[config.mk]
export PLATFORM = sky130hd
export DESIGN_NAME = memcard_spi_status_busy_timing
export DESIGN_NICKNAME = d
export VERILOG_FILES = /design/src/shared/memcard_status_pkg.sv /design/src/shared/memcard_ifs.sv /design/src/hdl/spi_pin_sync.sv /design/src/hdl/card_status_flags.sv /design/src/hdl/memcard_spi_status_busy_timing.sv
export SDC_FILE = /design/constraint.sdc
export NUM_CORES = 1
export LEC_CHECK = 0
export BUFFER_PORTS_ARGS = -buffer_cell sky130_fd_sc_hd__buf_2
export CAP_MARGIN = 20
export CORE_AREA = 2 2 133 135
export CTS_CLUSTER_SIZE = 20
export DETAILED_ROUTE_END_ITERATION = 8
export DIE_AREA = 0 0 135 137
export PLACE_DENSITY = 0.67
export SLEW_MARGIN = 0
export SYNTH_ARGS = -nofsm -noshare
export SYNTH_HDL_FRONTEND = slang
export SYNTH_HIERARCHICAL = 1
export SYNTH_SLANG_ARGS = --single-unit
export TNS_END_PERCENT = 10
[constraint.sdc]
create_clock -name CLK_IN -period 3.05 [get_ports CLK_IN]
set_input_delay 0.61 -clock CLK_IN [delete_from_list [all_inputs] [get_ports CLK_IN]]
set_output_delay 0.61 -clock CLK_IN [all_outputs]
set_load 0.005 [all_outputs]
[src/shared/memcard_status_pkg.sv]
// Constants and types shared by the status and response logic
package memcard_status_pkg;

    // Short status byte bit positions, sent MSB first
    localparam int SB_IDLE        = 0;
    localparam int SB_ERASE_RESET = 1;
    localparam int SB_ILLEGAL     = 2;
    localparam int SB_CRC         = 3;
    localparam int SB_ERASE_SEQ   = 4;
    localparam int SB_ADDR        = 5;
    localparam int SB_PARAM       = 6;
    localparam int SB_ZERO        = 7;

    // Second byte of the extended status response
    localparam int EB_LOCKED      = 0;
    localparam int EB_SKIP_LOCKF  = 1;
    localparam int EB_ERROR       = 2;
    localparam int EB_CC          = 3;
    localparam int EB_ECC         = 4;
    localparam int EB_WP_VIOL     = 5;
    localparam int EB_ERASE_PARAM = 6;
    localparam int EB_RANGE_OVR   = 7;

    // Generic error event inputs; same index as their latch
    localparam int GE_PARAM       = 0;
    localparam int GE_ADDR        = 1;
    localparam int GE_ERASE_SEQ   = 2;
    localparam int GE_CRC         = 3;
    localparam int GE_ILLEGAL     = 4;
    localparam int GE_RANGE       = 5;
    localparam int GE_ERASE_PARAM = 6;
    localparam int GE_WP_VIOL     = 7;
    localparam int GE_ECC         = 8;
    localparam int GE_CC          = 9;
    localparam int GE_ERROR       = 10;
    localparam int GE_W           = 11;

    // Further clear-on-read latches
    localparam int FL_OVERWRITE   = 11;
    localparam int FL_SKIP        = 12;
    localparam int FL_LOCKFAIL    = 13;
    localparam int FL_ERASE_RESET = 14;
    localparam int FL_W           = 15;

    // Latches cleared when each byte is delivered
    localparam logic [FL_W-1:0] SHORT_CLR_MASK = 15'h401F;
    localparam logic [FL_W-1:0] EXT_CLR_MASK   = 15'h3FE0;
    localparam logic [FL_W-1:0] FLAGS_RST      = 15'h0000;
    localparam logic            IDLE_RST       = 1'h1;

    // Line bytes
    localparam logic [7:0] IDLE_BYTE   = 8'hFF;
    localparam logic [7:0] BUSY_BYTE   = 8'h00;
    localparam logic [7:0] START_TOKEN = 8'hFE;

    // Byte counts and timing, in serial bytes of 8 clocks
    localparam int CLOCKS_PER_UNIT      = 8;
    localparam int RESP_GAP_BYTES       = 1;
    localparam int REG_DATA_LIMIT_UNITS = 8;
    localparam int REG_WAIT_BYTES       = 1;
    localparam logic [4:0] OCR_LAST     = 5'h03;
    localparam logic [4:0] REG_LAST     = 5'h11;
    localparam logic [2:0] BIT_LAST     = 3'h7;

    // Pin synchroniser reset: clock low, chip select high
    localparam logic [1:0] PIN_SYNC_RST = 2'h2;
    localparam int PIN_SCK  = 0;
    localparam int PIN_CS_N = 1;

    // Response kinds a command may ask for
    typedef enum logic [2:0] {
        KIND_SHORT = 3'h0,
        KIND_BUSY  = 3'h1,
        KIND_EXT   = 3'h2,
        KIND_OCR   = 3'h3,
        KIND_SPEC  = 3'h4,
        KIND_IDENT = 3'h5
    } resp_kind_t;

    // Transmit sequencer, Gray coded in declaration order
    typedef enum logic [2:0] {
        ST_IDLE = 3'h0,
        ST_GAP  = 3'h1,
        ST_TAIL = 3'h3,
        ST_WAIT = 3'h2,
        ST_DATA = 3'h6,
        ST_BUSY = 3'h7
    } tx_state_t;

endpackage : memcard_status_pkg

[src/shared/memcard_ifs.sv]
// Carriers between synchroniser, status latches and transmitter
`timescale 1ns/1ps

interface spi_pins_if;
    logic sck_fall;
    logic cs_low;
    logic cs_rise;
    logic cs_fall;
    modport drv  (output sck_fall, cs_low, cs_rise, cs_fall);
    modport sink (input  sck_fall, cs_low, cs_rise, cs_fall);
endinterface : spi_pins_if

interface status_if;
    logic [7:0] short_byte;
    logic [7:0] ext_byte;
    logic       idle;
    logic       rd_short;
    logic       rd_ext;
    modport flags (output short_byte, ext_byte, idle, input rd_short, rd_ext);
    modport tx    (input short_byte, ext_byte, idle, output rd_short, rd_ext);
endinterface : status_if

[src/hdl/spi_pin_sync.sv]
// Two-stage synchroniser and edge finder for the serial pins
`timescale 1ns/1ps

module spi_pin_sync (
    // Clock and reset
    input  wire logic  clk_in,
    input  wire logic  rst_in,
    // Raw pins
    input  wire logic  sck_in,
    input  wire logic  cs_n_in,
    // Synchronised events
    spi_pins_if.drv    pins
);

    logic [1:0] meta_r;
    logic [1:0] stab_r;
    logic [1:0] prev_r;
    logic [1:0] raw;
    logic [1:0] fall;

    assign raw = {cs_n_in, sck_in};

    // Meta stage feeds only the stable stage
    always_ff @(posedge clk_in) begin
        if (rst_in) begin
            meta_r <= memcard_status_pkg::PIN_SYNC_RST;
            stab_r <= memcard_status_pkg::PIN_SYNC_RST;
            prev_r <= memcard_status_pkg::PIN_SYNC_RST;
        end else begin
            meta_r <= raw;
            stab_r <= meta_r;
            prev_r <= stab_r;
        end
    end

    // Edge pulses from the stable and delayed stages
    assign fall          = prev_r & ~stab_r;
    assign pins.sck_fall = fall[memcard_status_pkg::PIN_SCK];
    assign pins.cs_low   = ~stab_r[memcard_status_pkg::PIN_CS_N];
    assign pins.cs_fall  = fall[memcard_status_pkg::PIN_CS_N];
    assign pins.cs_rise  = stab_r[memcard_status_pkg::PIN_CS_N]
                         & ~prev_r[memcard_status_pkg::PIN_CS_N];

endmodule : spi_pin_sync

[src/hdl/card_status_flags.sv]
// Shared status latches and the status bytes built from them
`timescale 1ns/1ps

module card_status_flags (
    // Clock and reset
    input  wire logic                                   clk_in,
    input  wire logic                                   rst_in,
    // Event pulses
    input  wire logic [memcard_status_pkg::GE_W-1:0]    gen_err_in,
    input  wire logic                                   spec_ro_mismatch_in,
    input  wire logic                                   spec_guard_undo_in,
    input  wire logic                                   erase_partial_in,
    input  wire logic                                   lock_seq_err_in,
    input  wire logic                                   lock_pwd_err_in,
    input  wire logic                                   erase_abandon_in,
    input  wire logic                                   reset_cmd_in,
    input  wire logic                                   init_done_in,
    // Lock state level
    input  wire logic                                   password_locked_in,
    // Bytes and read strobes
    status_if.flags                                     st
);

    logic [memcard_status_pkg::FL_W-1:0] flag_r;
    logic [memcard_status_pkg::FL_W-1:0] flag_nxt;
    logic [memcard_status_pkg::FL_W-1:0] set;
    logic [memcard_status_pkg::FL_W-1:0] clr;
    logic [memcard_status_pkg::FL_W-1:0] view;
    logic                                idle_r;
    logic                                idle_nxt;

    // Events into the shared latch vector
    assign set[memcard_status_pkg::GE_W-1:0] = gen_err_in;
    assign set[memcard_status_pkg::FL_OVERWRITE]   = spec_ro_mismatch_in
        | spec_guard_undo_in;
    assign set[memcard_status_pkg::FL_SKIP]        = erase_partial_in;
    assign set[memcard_status_pkg::FL_LOCKFAIL]    = lock_seq_err_in | lock_pwd_err_in;
    assign set[memcard_status_pkg::FL_ERASE_RESET] = erase_abandon_in;

    // Clear masks follow the byte delivered
    assign clr = (st.rd_short ? memcard_status_pkg::SHORT_CLR_MASK : '0)
               | (st.rd_ext   ? memcard_status_pkg::EXT_CLR_MASK   : '0);
    assign flag_nxt = (flag_r & ~clr) | set;
    assign view     = flag_r | set;

    // Idle until initialisation ends; reset command re-enters it
    assign idle_nxt = reset_cmd_in ? 1'b1 : (init_done_in ? 1'b0 : idle_r);

    // Latch update
    always_ff @(posedge clk_in) begin
        if (rst_in) begin
            flag_r <= memcard_status_pkg::FLAGS_RST;
            idle_r <= memcard_status_pkg::IDLE_RST;
        end else begin
            flag_r <= flag_nxt;
            idle_r <= idle_nxt;
        end
    end

    // Short status byte, top bit zero
    assign st.short_byte = {1'b0,
                            view[memcard_status_pkg::GE_PARAM],
                            view[memcard_status_pkg::GE_ADDR],
                            view[memcard_status_pkg::GE_ERASE_SEQ],
                            view[memcard_status_pkg::GE_CRC],
                            view[memcard_status_pkg::GE_ILLEGAL],
                            view[memcard_status_pkg::FL_ERASE_RESET],
                            idle_r};

    // Extended second byte; lock bit is live
    assign st.ext_byte = {view[memcard_status_pkg::GE_RANGE]
                              | view[memcard_status_pkg::FL_OVERWRITE],
                          view[memcard_status_pkg::GE_ERASE_PARAM],
                          view[memcard_status_pkg::GE_WP_VIOL],
                          view[memcard_status_pkg::GE_ECC],
                          view[memcard_status_pkg::GE_CC],
                          view[memcard_status_pkg::GE_ERROR],
                          view[memcard_status_pkg::FL_SKIP]
                              | view[memcard_status_pkg::FL_LOCKFAIL],
                          password_locked_in};

    assign st.idle = idle_r;

endmodule : card_status_flags

[src/hdl/memcard_spi_status_busy_timing.sv]
// Response transmitter with status bookkeeping and busy signalling
//
// Summary of operation
// Overwrite error set on mismatch or undo
// Partial guarded erase sets skip flag
// Lock sequence or password error sets flag
// Locked bit mirrors live password lock
// Abandoned erase sequence sets erase-reset flag
// Idle bit high until initialisation completes
// Response flags appear in causing response
// Host polls status for execution flags
// State bits live, error bits clear-on-read
// Host clocks response gap after responses
// Host may deselect during busy anytime
// Output released one clock after deselect
// Host reselects to probe busy state
// Reselect while busy drives output low
// Register data starts within eight byte units
// Only condition, spec, ident registers readable
// Short status: one byte, top bit zero
// Extended status: short byte plus flags
// Zero bytes while busy, then non-zero
// One latch per flag across formats
// New event beats same-cycle clear
`timescale 1ns/1ps

module memcard_spi_status_busy_timing #(
    parameter int RESP_GAP_BYTES = memcard_status_pkg::RESP_GAP_BYTES,
    parameter int REG_WAIT_BYTES = memcard_status_pkg::REG_WAIT_BYTES
) (
    // Clock and reset
    input  wire logic                                 CLK_IN,
    input  wire logic                                 RST_IN,
    // Serial pins
    input  wire logic                                 SCK_IN,
    input  wire logic                                 CS_N_IN,
    output logic                                      CARD_SERIAL_OUT,
    output logic                                      CARD_SERIAL_OE_OUT,
    // Response requests
    input  wire logic                                 RESP_REQ_IN,
    input  wire logic [2:0]                           RESP_KIND_IN,
    output logic                                      RESP_READY_OUT,
    output logic                                      RESP_DONE_OUT,
    input  wire logic                                 BUSY_IN,
    // Register contents
    input  wire logic [31:0]                          OCR_IN,
    input  wire logic [127:0]                         SPEC_REG_IN,
    input  wire logic [127:0]                         IDENT_REG_IN,
    input  wire logic [15:0]                          REG_CRC_IN,
    // Status events
    input  wire logic [memcard_status_pkg::GE_W-1:0]  GEN_ERR_IN,
    input  wire logic                                 SPEC_RO_MISMATCH_IN,
    input  wire logic                                 SPEC_GUARD_UNDO_IN,
    input  wire logic                                 ERASE_PARTIAL_IN,
    input  wire logic                                 LOCK_SEQ_ERR_IN,
    input  wire logic                                 LOCK_PWD_ERR_IN,
    input  wire logic                                 ERASE_ABANDON_IN,
    input  wire logic                                 RESET_CMD_IN,
    input  wire logic                                 INIT_DONE_IN,
    input  wire logic                                 PASSWORD_LOCKED_IN,
    // Status outputs
    output logic                                      IDLE_STATE_OUT,
    output logic                                      TX_ACTIVE_OUT
);

    spi_pins_if pins ();
    status_if   st ();

    memcard_status_pkg::tx_state_t  state_r;
    memcard_status_pkg::tx_state_t  state_nxt;
    memcard_status_pkg::resp_kind_t kind_r;
    logic                           pend_r;
    logic [4:0]                     cnt_r;
    logic [4:0]                     cnt_nxt;
    logic [7:0]                     sh_r;
    logic [2:0]                     bit_r;
    logic                           oe_r;
    logic                           done_r;
    logic                           done_nxt;
    logic [7:0]                     byte_nxt;
    logic                           rd_short_nxt;
    logic                           rd_ext_nxt;
    logic                           byte_end;
    logic                           take;
    logic [143:0]                   payload;
    logic [7:0]                     data_byte;
    logic [7:0]                     ocr_byte;
    logic [7:0]                     resel_byte;
    logic [4:0]                     gap_init;
    logic [4:0]                     wait_init;

    // Pin synchroniser
    spi_pin_sync u_sync (
        .clk_in  (CLK_IN),
        .rst_in  (RST_IN),
        .sck_in  (SCK_IN),
        .cs_n_in (CS_N_IN),
        .pins    (pins.drv)
    );

    // Status latches
    card_status_flags u_flags (
        .clk_in              (CLK_IN),
        .rst_in              (RST_IN),
        .gen_err_in          (GEN_ERR_IN),
        .spec_ro_mismatch_in (SPEC_RO_MISMATCH_IN),
        .spec_guard_undo_in  (SPEC_GUARD_UNDO_IN),
        .erase_partial_in    (ERASE_PARTIAL_IN),
        .lock_seq_err_in     (LOCK_SEQ_ERR_IN),
        .lock_pwd_err_in     (LOCK_PWD_ERR_IN),
        .erase_abandon_in    (ERASE_ABANDON_IN),
        .reset_cmd_in        (RESET_CMD_IN),
        .init_done_in        (INIT_DONE_IN),
        .password_locked_in  (PASSWORD_LOCKED_IN),
        .st                  (st.flags)
    );

    // Request handshake and byte boundary
    assign RESP_READY_OUT = (state_r == memcard_status_pkg::ST_IDLE) && !pend_r;
    assign take           = RESP_REQ_IN && RESP_READY_OUT;
    assign byte_end = pins.sck_fall && pins.cs_low && (bit_r == memcard_status_pkg::BIT_LAST);

    // Byte sources, MSB first
    assign payload    = {(kind_r == memcard_status_pkg::KIND_IDENT) ? IDENT_REG_IN : SPEC_REG_IN,
                         REG_CRC_IN};
    assign data_byte  = payload[{cnt_r, 3'h0} +: 8];
    assign ocr_byte   = OCR_IN[{cnt_r[1:0], 3'h0} +: 8];
    assign resel_byte = BUSY_IN ? memcard_status_pkg::BUSY_BYTE : memcard_status_pkg::IDLE_BYTE;
    assign gap_init   = 5'(RESP_GAP_BYTES - 1);
    assign wait_init  = 5'(REG_WAIT_BYTES);

    // Sequencer: next byte at each boundary
    always_comb begin
        state_nxt    = state_r;
        cnt_nxt      = cnt_r;
        byte_nxt     = memcard_status_pkg::IDLE_BYTE;
        rd_short_nxt = 1'b0;
        rd_ext_nxt   = 1'b0;
        done_nxt     = 1'b0;
        if (byte_end) begin
            unique case (state_r)
                memcard_status_pkg::ST_IDLE: begin
                    if (pend_r) begin
                        state_nxt = memcard_status_pkg::ST_GAP;
                        cnt_nxt   = gap_init;
                    end
                end
                memcard_status_pkg::ST_GAP: begin
                    if (cnt_r == 5'h00) begin
                        byte_nxt     = st.short_byte;
                        rd_short_nxt = 1'b1;
                        unique case (kind_r)
                            memcard_status_pkg::KIND_SHORT: begin
                                state_nxt = memcard_status_pkg::ST_IDLE;
                                done_nxt  = 1'b1;
                            end
                            memcard_status_pkg::KIND_BUSY: begin
                                state_nxt = memcard_status_pkg::ST_BUSY;
                            end
                            memcard_status_pkg::KIND_EXT: begin
                                state_nxt = memcard_status_pkg::ST_TAIL;
                            end
                            memcard_status_pkg::KIND_OCR: begin
                                state_nxt = memcard_status_pkg::ST_TAIL;
                                cnt_nxt   = memcard_status_pkg::OCR_LAST;
                            end
                            default: begin
                                state_nxt = memcard_status_pkg::ST_WAIT;
                                cnt_nxt   = wait_init;
                            end
                        endcase
                    end else begin
                        cnt_nxt = cnt_r - 5'h01;
                    end
                end
                memcard_status_pkg::ST_TAIL: begin
                    if (kind_r == memcard_status_pkg::KIND_EXT) begin
                        byte_nxt   = st.ext_byte;
                        rd_ext_nxt = 1'b1;
                        state_nxt  = memcard_status_pkg::ST_IDLE;
                        done_nxt   = 1'b1;
                    end else begin
                        byte_nxt = ocr_byte;
                        cnt_nxt  = cnt_r - 5'h01;
                        if (cnt_r == 5'h00) begin
                            state_nxt = memcard_status_pkg::ST_IDLE;
                            done_nxt  = 1'b1;
                        end
                    end
                end
                memcard_status_pkg::ST_WAIT: begin
                    if (cnt_r == 5'h00) begin
                        byte_nxt  = memcard_status_pkg::START_TOKEN;
                        state_nxt = memcard_status_pkg::ST_DATA;
                        cnt_nxt   = memcard_status_pkg::REG_LAST;
                    end else begin
                        cnt_nxt = cnt_r - 5'h01;
                    end
                end
                memcard_status_pkg::ST_DATA: begin
                    byte_nxt = data_byte;
                    cnt_nxt  = cnt_r - 5'h01;
                    if (cnt_r == 5'h00) begin
                        state_nxt = memcard_status_pkg::ST_IDLE;
                        done_nxt  = 1'b1;
                    end
                end
                memcard_status_pkg::ST_BUSY: begin
                    byte_nxt = resel_byte;
                    if (!BUSY_IN) begin
                        state_nxt = memcard_status_pkg::ST_IDLE;
                        done_nxt  = 1'b1;
                    end
                end
                default: begin
                    state_nxt = memcard_status_pkg::ST_IDLE;
                end
            endcase
        end
        // Deselect abandons any transfer except a busy wait
        if (pins.cs_rise && (state_r != memcard_status_pkg::ST_BUSY)) begin
            state_nxt = memcard_status_pkg::ST_IDLE;
        end
    end

    assign st.rd_short = rd_short_nxt;
    assign st.rd_ext   = rd_ext_nxt;

    // Sequencer registers and pending request
    always_ff @(posedge CLK_IN) begin
        if (RST_IN) begin
            state_r <= memcard_status_pkg::ST_IDLE;
            cnt_r   <= 5'h00;
            pend_r  <= 1'b0;
            kind_r  <= memcard_status_pkg::KIND_SHORT;
            done_r  <= 1'b0;
        end else begin
            state_r <= state_nxt;
            cnt_r   <= cnt_nxt;
            done_r  <= done_nxt;
            if (take) begin
                pend_r <= 1'b1;
                kind_r <= memcard_status_pkg::resp_kind_t'(RESP_KIND_IN);
            end else if (state_nxt != memcard_status_pkg::ST_IDLE || pins.cs_rise) begin
                pend_r <= 1'b0;
            end
        end
    end

    // Shifter: next bit on each serial clock fall
    always_ff @(posedge CLK_IN) begin
        if (RST_IN) begin
            sh_r  <= memcard_status_pkg::IDLE_BYTE;
            bit_r <= 3'h0;
        end else if (pins.cs_fall) begin
            bit_r <= 3'h0;
            sh_r  <= (state_r == memcard_status_pkg::ST_BUSY) ? resel_byte
                   : memcard_status_pkg::IDLE_BYTE;
        end else if (pins.sck_fall && pins.cs_low) begin
            bit_r <= bit_r + 3'h1;
            sh_r  <= byte_end ? byte_nxt : {sh_r[6:0], 1'b1};
        end
    end

    // Output enable follows chip select one clock later
    always_ff @(posedge CLK_IN) begin
        if (RST_IN) begin
            oe_r <= 1'b0;
        end else begin
            oe_r <= pins.cs_low;
        end
    end

    assign CARD_SERIAL_OUT    = sh_r[7];
    assign CARD_SERIAL_OE_OUT = oe_r;
    assign RESP_DONE_OUT      = done_r;
    assign IDLE_STATE_OUT     = st.idle;
    assign TX_ACTIVE_OUT      = (state_r != memcard_status_pkg::ST_IDLE);

endmodule : memcard_spi_status_busy_timing

==> summary.md <==
| Metric | Value |
|---|---|
| Run status | `complete, no violations` |
| WP data arrival | `~2800 ps` |
| Register-to-register setup slack | `just over 400 ps` |
| Overall global routing resource usage | `about a quarter` |
| Fraction of layout instances using a drive strength above 1 | `~43%` |
| Main combinational cell family by area after synthesis | `simple AND/OR/NAND/NOR gates` |
| Chip width | `around 140 µm` |
| Flip-flop and latch count after synthesis | `47` |
| Mean instance size in the synthesized netlist | `about 7.5 µm²` |
| Global route overflow | `0` |
| Via count of the first global-routing pass | `~6500` |
| Final setup violation count | `0` |
| Share of the yosys chip area belonging to registers | `between 10% and 20%` |
| Initial core utilization | `30.9%` |
| Worst r2r path cells | `8` |
| Iteration-0 DRC count of the detailed router | `around 500` |
| RSZ-0062 raised after global routing | `false` |
| Count of different cell masters after synthesis | `64` |
| Worst Path Buf+Inv | `1` |
| Worst Hold Path Cells | `1` |
| Leakage power summed over all cells | `around 3.2 nW` |
| Category of the worst setup path capture point | `flip-flop` |
| Final Skew | `between 8 and 9 ps` |
| TritonCTS clock tree | `built` |
| Post-synthesis mux area share | `roughly 17%` |
| Fraction of registers with async set or reset after synthesis | `0%` |
| Post-Synth XOR/XNOR Area | `less than 1%` |
| Finished layout cell area | `approximately 7300 µm²` |
| Worst r2r dst | `cnt_r[3]$_SDFFE_PP0P_` |
| Count of flip-flops with a built-in enable after synthesis | `0` |
| Number of placement rows | `48` |
| Post-DP Area | `roughly 7100 µm²` |
| Total power divided by cell area | `about 240 nW/µm²` |
| Crit path cell chain | `inv_1 -> ha_1 -> or4b_1 -> or4_1 -> o2111ai_2 -> nor2_1 -> nand3_1 -> a21oi_1` |
| Total negative slack | `0 ps` |
| Headroom to the max-slew limit | `52.8%` |
| Number of hold-repair buffers added at the cts stage | `0` |
| Maximum achievable frequency | `~380 MHz` |
| WP data required | `about 3200 ps` |
| Number of CTS-inserted buffers | `5` |
| Reg-to-reg critical path startpoint | `cnt_r[1]$_SDFFE_PP0P_` |
| Via count | `6854` |
| Delay of the slowest critical-path stage | `630 ps` |
| Critical path launch point type | `flip-flop` |
| Number of failing hold endpoints at the final stage | `0` |
| Number of nets at the end of the flow | `1339` |
| Post CTS Setup Buffer Count | `0` |
| HP Start | `u_sync/meta_r[1]$_SDFF_PP1_` |
| Global-route met3 utilization | `~4.7%` |
| Clk root buf | `clkbuf_16` |
| Final critical-path setup slack | `approximately 420 ps` |
| Peak fanout along the critical path | `10` |
| Buffers added on ports | `338` |
| Fraction of the mapped netlist area in simple logic gates | `around 29%` |
| Routed WL per cell | `between 15 and 20 µm` |
| Measured slew at the worst slew-check pin | `approximately 700 ps` |
| Busiest metal layer after global routing | `met2` |
| Period utilisation layout | `between 80 and 90%` |
| Most frequent cells in the layout | `buf_2, a21oi_1, nand2_1, nand3_1, dfxtp_1` |
| Core area | `~17000 µm²` |
| Pin count of the biggest net entering global routing | `approximately 140` |
| Vias per inst | `about 5.6` |
| Clock slew at the register clock pins of the worst setup and hold paths | `around 70 ps` |
| Die area | `18500 µm²` |
| # resized after CTS | `0` |
| Fraction of the mapped netlist area in adder cells | `less than 1%` |
| Clock Latency Late Sink | `290 ps` |
| Met1 track demand over resource in global routing | `a little under a third` |
| Cell class contributing the biggest share of worst-path delay | `simple AND/OR/NAND/NOR gates` |
| Antenna violation net count after detailed routing | `0` |
| Netlist area before placement | `~5300 µm²` |
| Final critical path time including I/O delays and setup | `about 2600 ps` |
| Top cell type's share of synthesized area | `17.9%` |
| Post-Syn Instances | `between 600 and 700` |
| Worst supply voltage drop on vdd | `~0.24 mV` |
| Placed Instances | `roughly 1200` |
| Met2 track demand over resource | `between 40 and 50%` |
| Post-placement setup slack | `449 ps` |
| Worst Setup Path Type | `flip-flop to flip-flop` |
| Net count of the mapped netlist | `between 1000 and 1500` |
| Top cells by area in the synthesized netlist | `dfxtp_1, mux4_2, a21oi_1` |
| Leading cell type in the layout, fill and taps excluded | `buf_2` |
| Number of antenna violations at the first check in global routing | `7` |
| Sum of net half-perimeters after detailed placement | `about 20000 µm` |
| Main synth FF type | `dfxtp_1` |
| Max stage delay cell, worst path | `or4b_1` |
| Clock H-tree levels | `2` |
| Hold/Removal Path Class | `flip-flop to flip-flop` |
| Cell taking the most area after synthesis | `dfxtp_1` |
| Remaining routing DRC violations | `0` |
| Worst-case hold path end point | `u_sync/stab_r[1]$_SDFF_PP1_` |
| Count of non-filler cells in the finished layout | `between 1000 and 1500` |
| Number of maximum-capacitance violations | `0` |
| Global-route wire length before repair | `around 36000 µm` |
| Weighted congestion reported at the end of routability-driven placement | `between 0.9 and 1` |
| Total power draw | `1.75 mW` |
| Compound-cell area share of the yosys netlist | `27.2%` |
| Buffers from clock root to sink, at most | `2` |
| Area grow syn2layout | `39.0%` |
| Die Ht | `between 100 and 150 µm` |
| Top Ports | `339` |
| Clk sink count | `47` |
| Fin. max-slew vios | `0` |
| Final routed wirelength across all metal layers | `~24000 µm` |
| Number of iterations in the first detailed-routing pass | `5` |
| Syn. warnings | `6` |
-- how the worst max path moves through the flow --
stage / slack [ps] / to / startpoint / cells past startpoint
2_1_floorplan: 70 / cnt_r[2]$_SDFFE_PP0P_ / cnt_r[0]$_SDFFE_PP0P_ / 12
3_5_place_dp: 450 / cnt_r[3]$_SDFFE_PP0P_ / cnt_r[1]$_SDFFE_PP0P_ / 8
6_report: 420 / cnt_r[3]$_SDFFE_PP0P_ / cnt_r[1]$_SDFFE_PP0P_ / 8
3_3_place_gp: 490 / sh_r[0]$_SDFFE_PP1P_ / cnt_r[1]$_SDFFE_PP0P_ / 7
4_1_cts: 450 / cnt_r[3]$_SDFFE_PP0P_ / cnt_r[1]$_SDFFE_PP0P_ / 8
5_1_grt: 210 / sh_r[6]$_SDFFE_PP1P_ / kind_r[0]$_SDFFE_PP0P_ / 7
-- logic make-up after synthesis --
family | count (synthesis)
other cells | 1
compound gates | 207
mux | 55
fa+ha+maj | 4
flops | 47
xor+xnor | 2
buf+inv | 92
simple gates | 291
-- routing by layer --
metal  wire length, µm  vias up
met2             12000      356
met5                10        -
met1              9650     3189
met4               656        2
met3              1990       41
li1                  -     3266
-- cell type report --
cell class / instances / area, µm²
fillers: 1839 / 9740
multi-input cells: 560 / 3910
repair buffers: 360 / 1890
flip-flops and latches: 47 / 945
well taps: 225 / 282
clock buffers: 5 / 125
inverters: 28 / 105
clock inverters: 3 / 47.5
diodes: 4 / 10.0
-- worst reg2reg max path, cell delays in order, from the launching register on --
cell and delay [ps]:
dfxtp_1 310, inv_1 140, ha_1 200, or4b_1 630, or4_1 500, o2111ai_2 430
nor2_1 120, nand3_1 100, a21oi_1 80
-- per-stage QoR --
step,hold slack (ps),util [%]
after global placement,400,41.9
after floorplan,383,-
after detailed placement,398,41.9
after CTS,427,42.9
final,419,42.9
after global routing,441,42.9
-- report_power, final --
part	internal [mW]	total [mW]	switching [mW]
clock	0.392	0.651	0.259
combinational	0.254	0.444	0.189
sequential	0.641	0.660	0.0193
-- registers in the layout (all words and copies together) (netlist names), 3 cells and up --
register,cells
cnt_r,5
state_r,3
u_flags/flag_r,15
bit_r,3
kind_r,3
sh_r,8
-- synth_stat cells (16+ instances only) --
cell type  count
a21oi_1       68
nand2_1       63
nand3_1       54
dfxtp_1       47
nor2_1        39
clkbuf_1      32
nand2b_1      27
inv_1         26
mux4_2        26
buf_2         22
and3_1        21
mux2i_1       21
nor2b_1       21
a31oi_1       17
nor3_1        16
No activity file was read; power rests on OpenSTA's default activity.
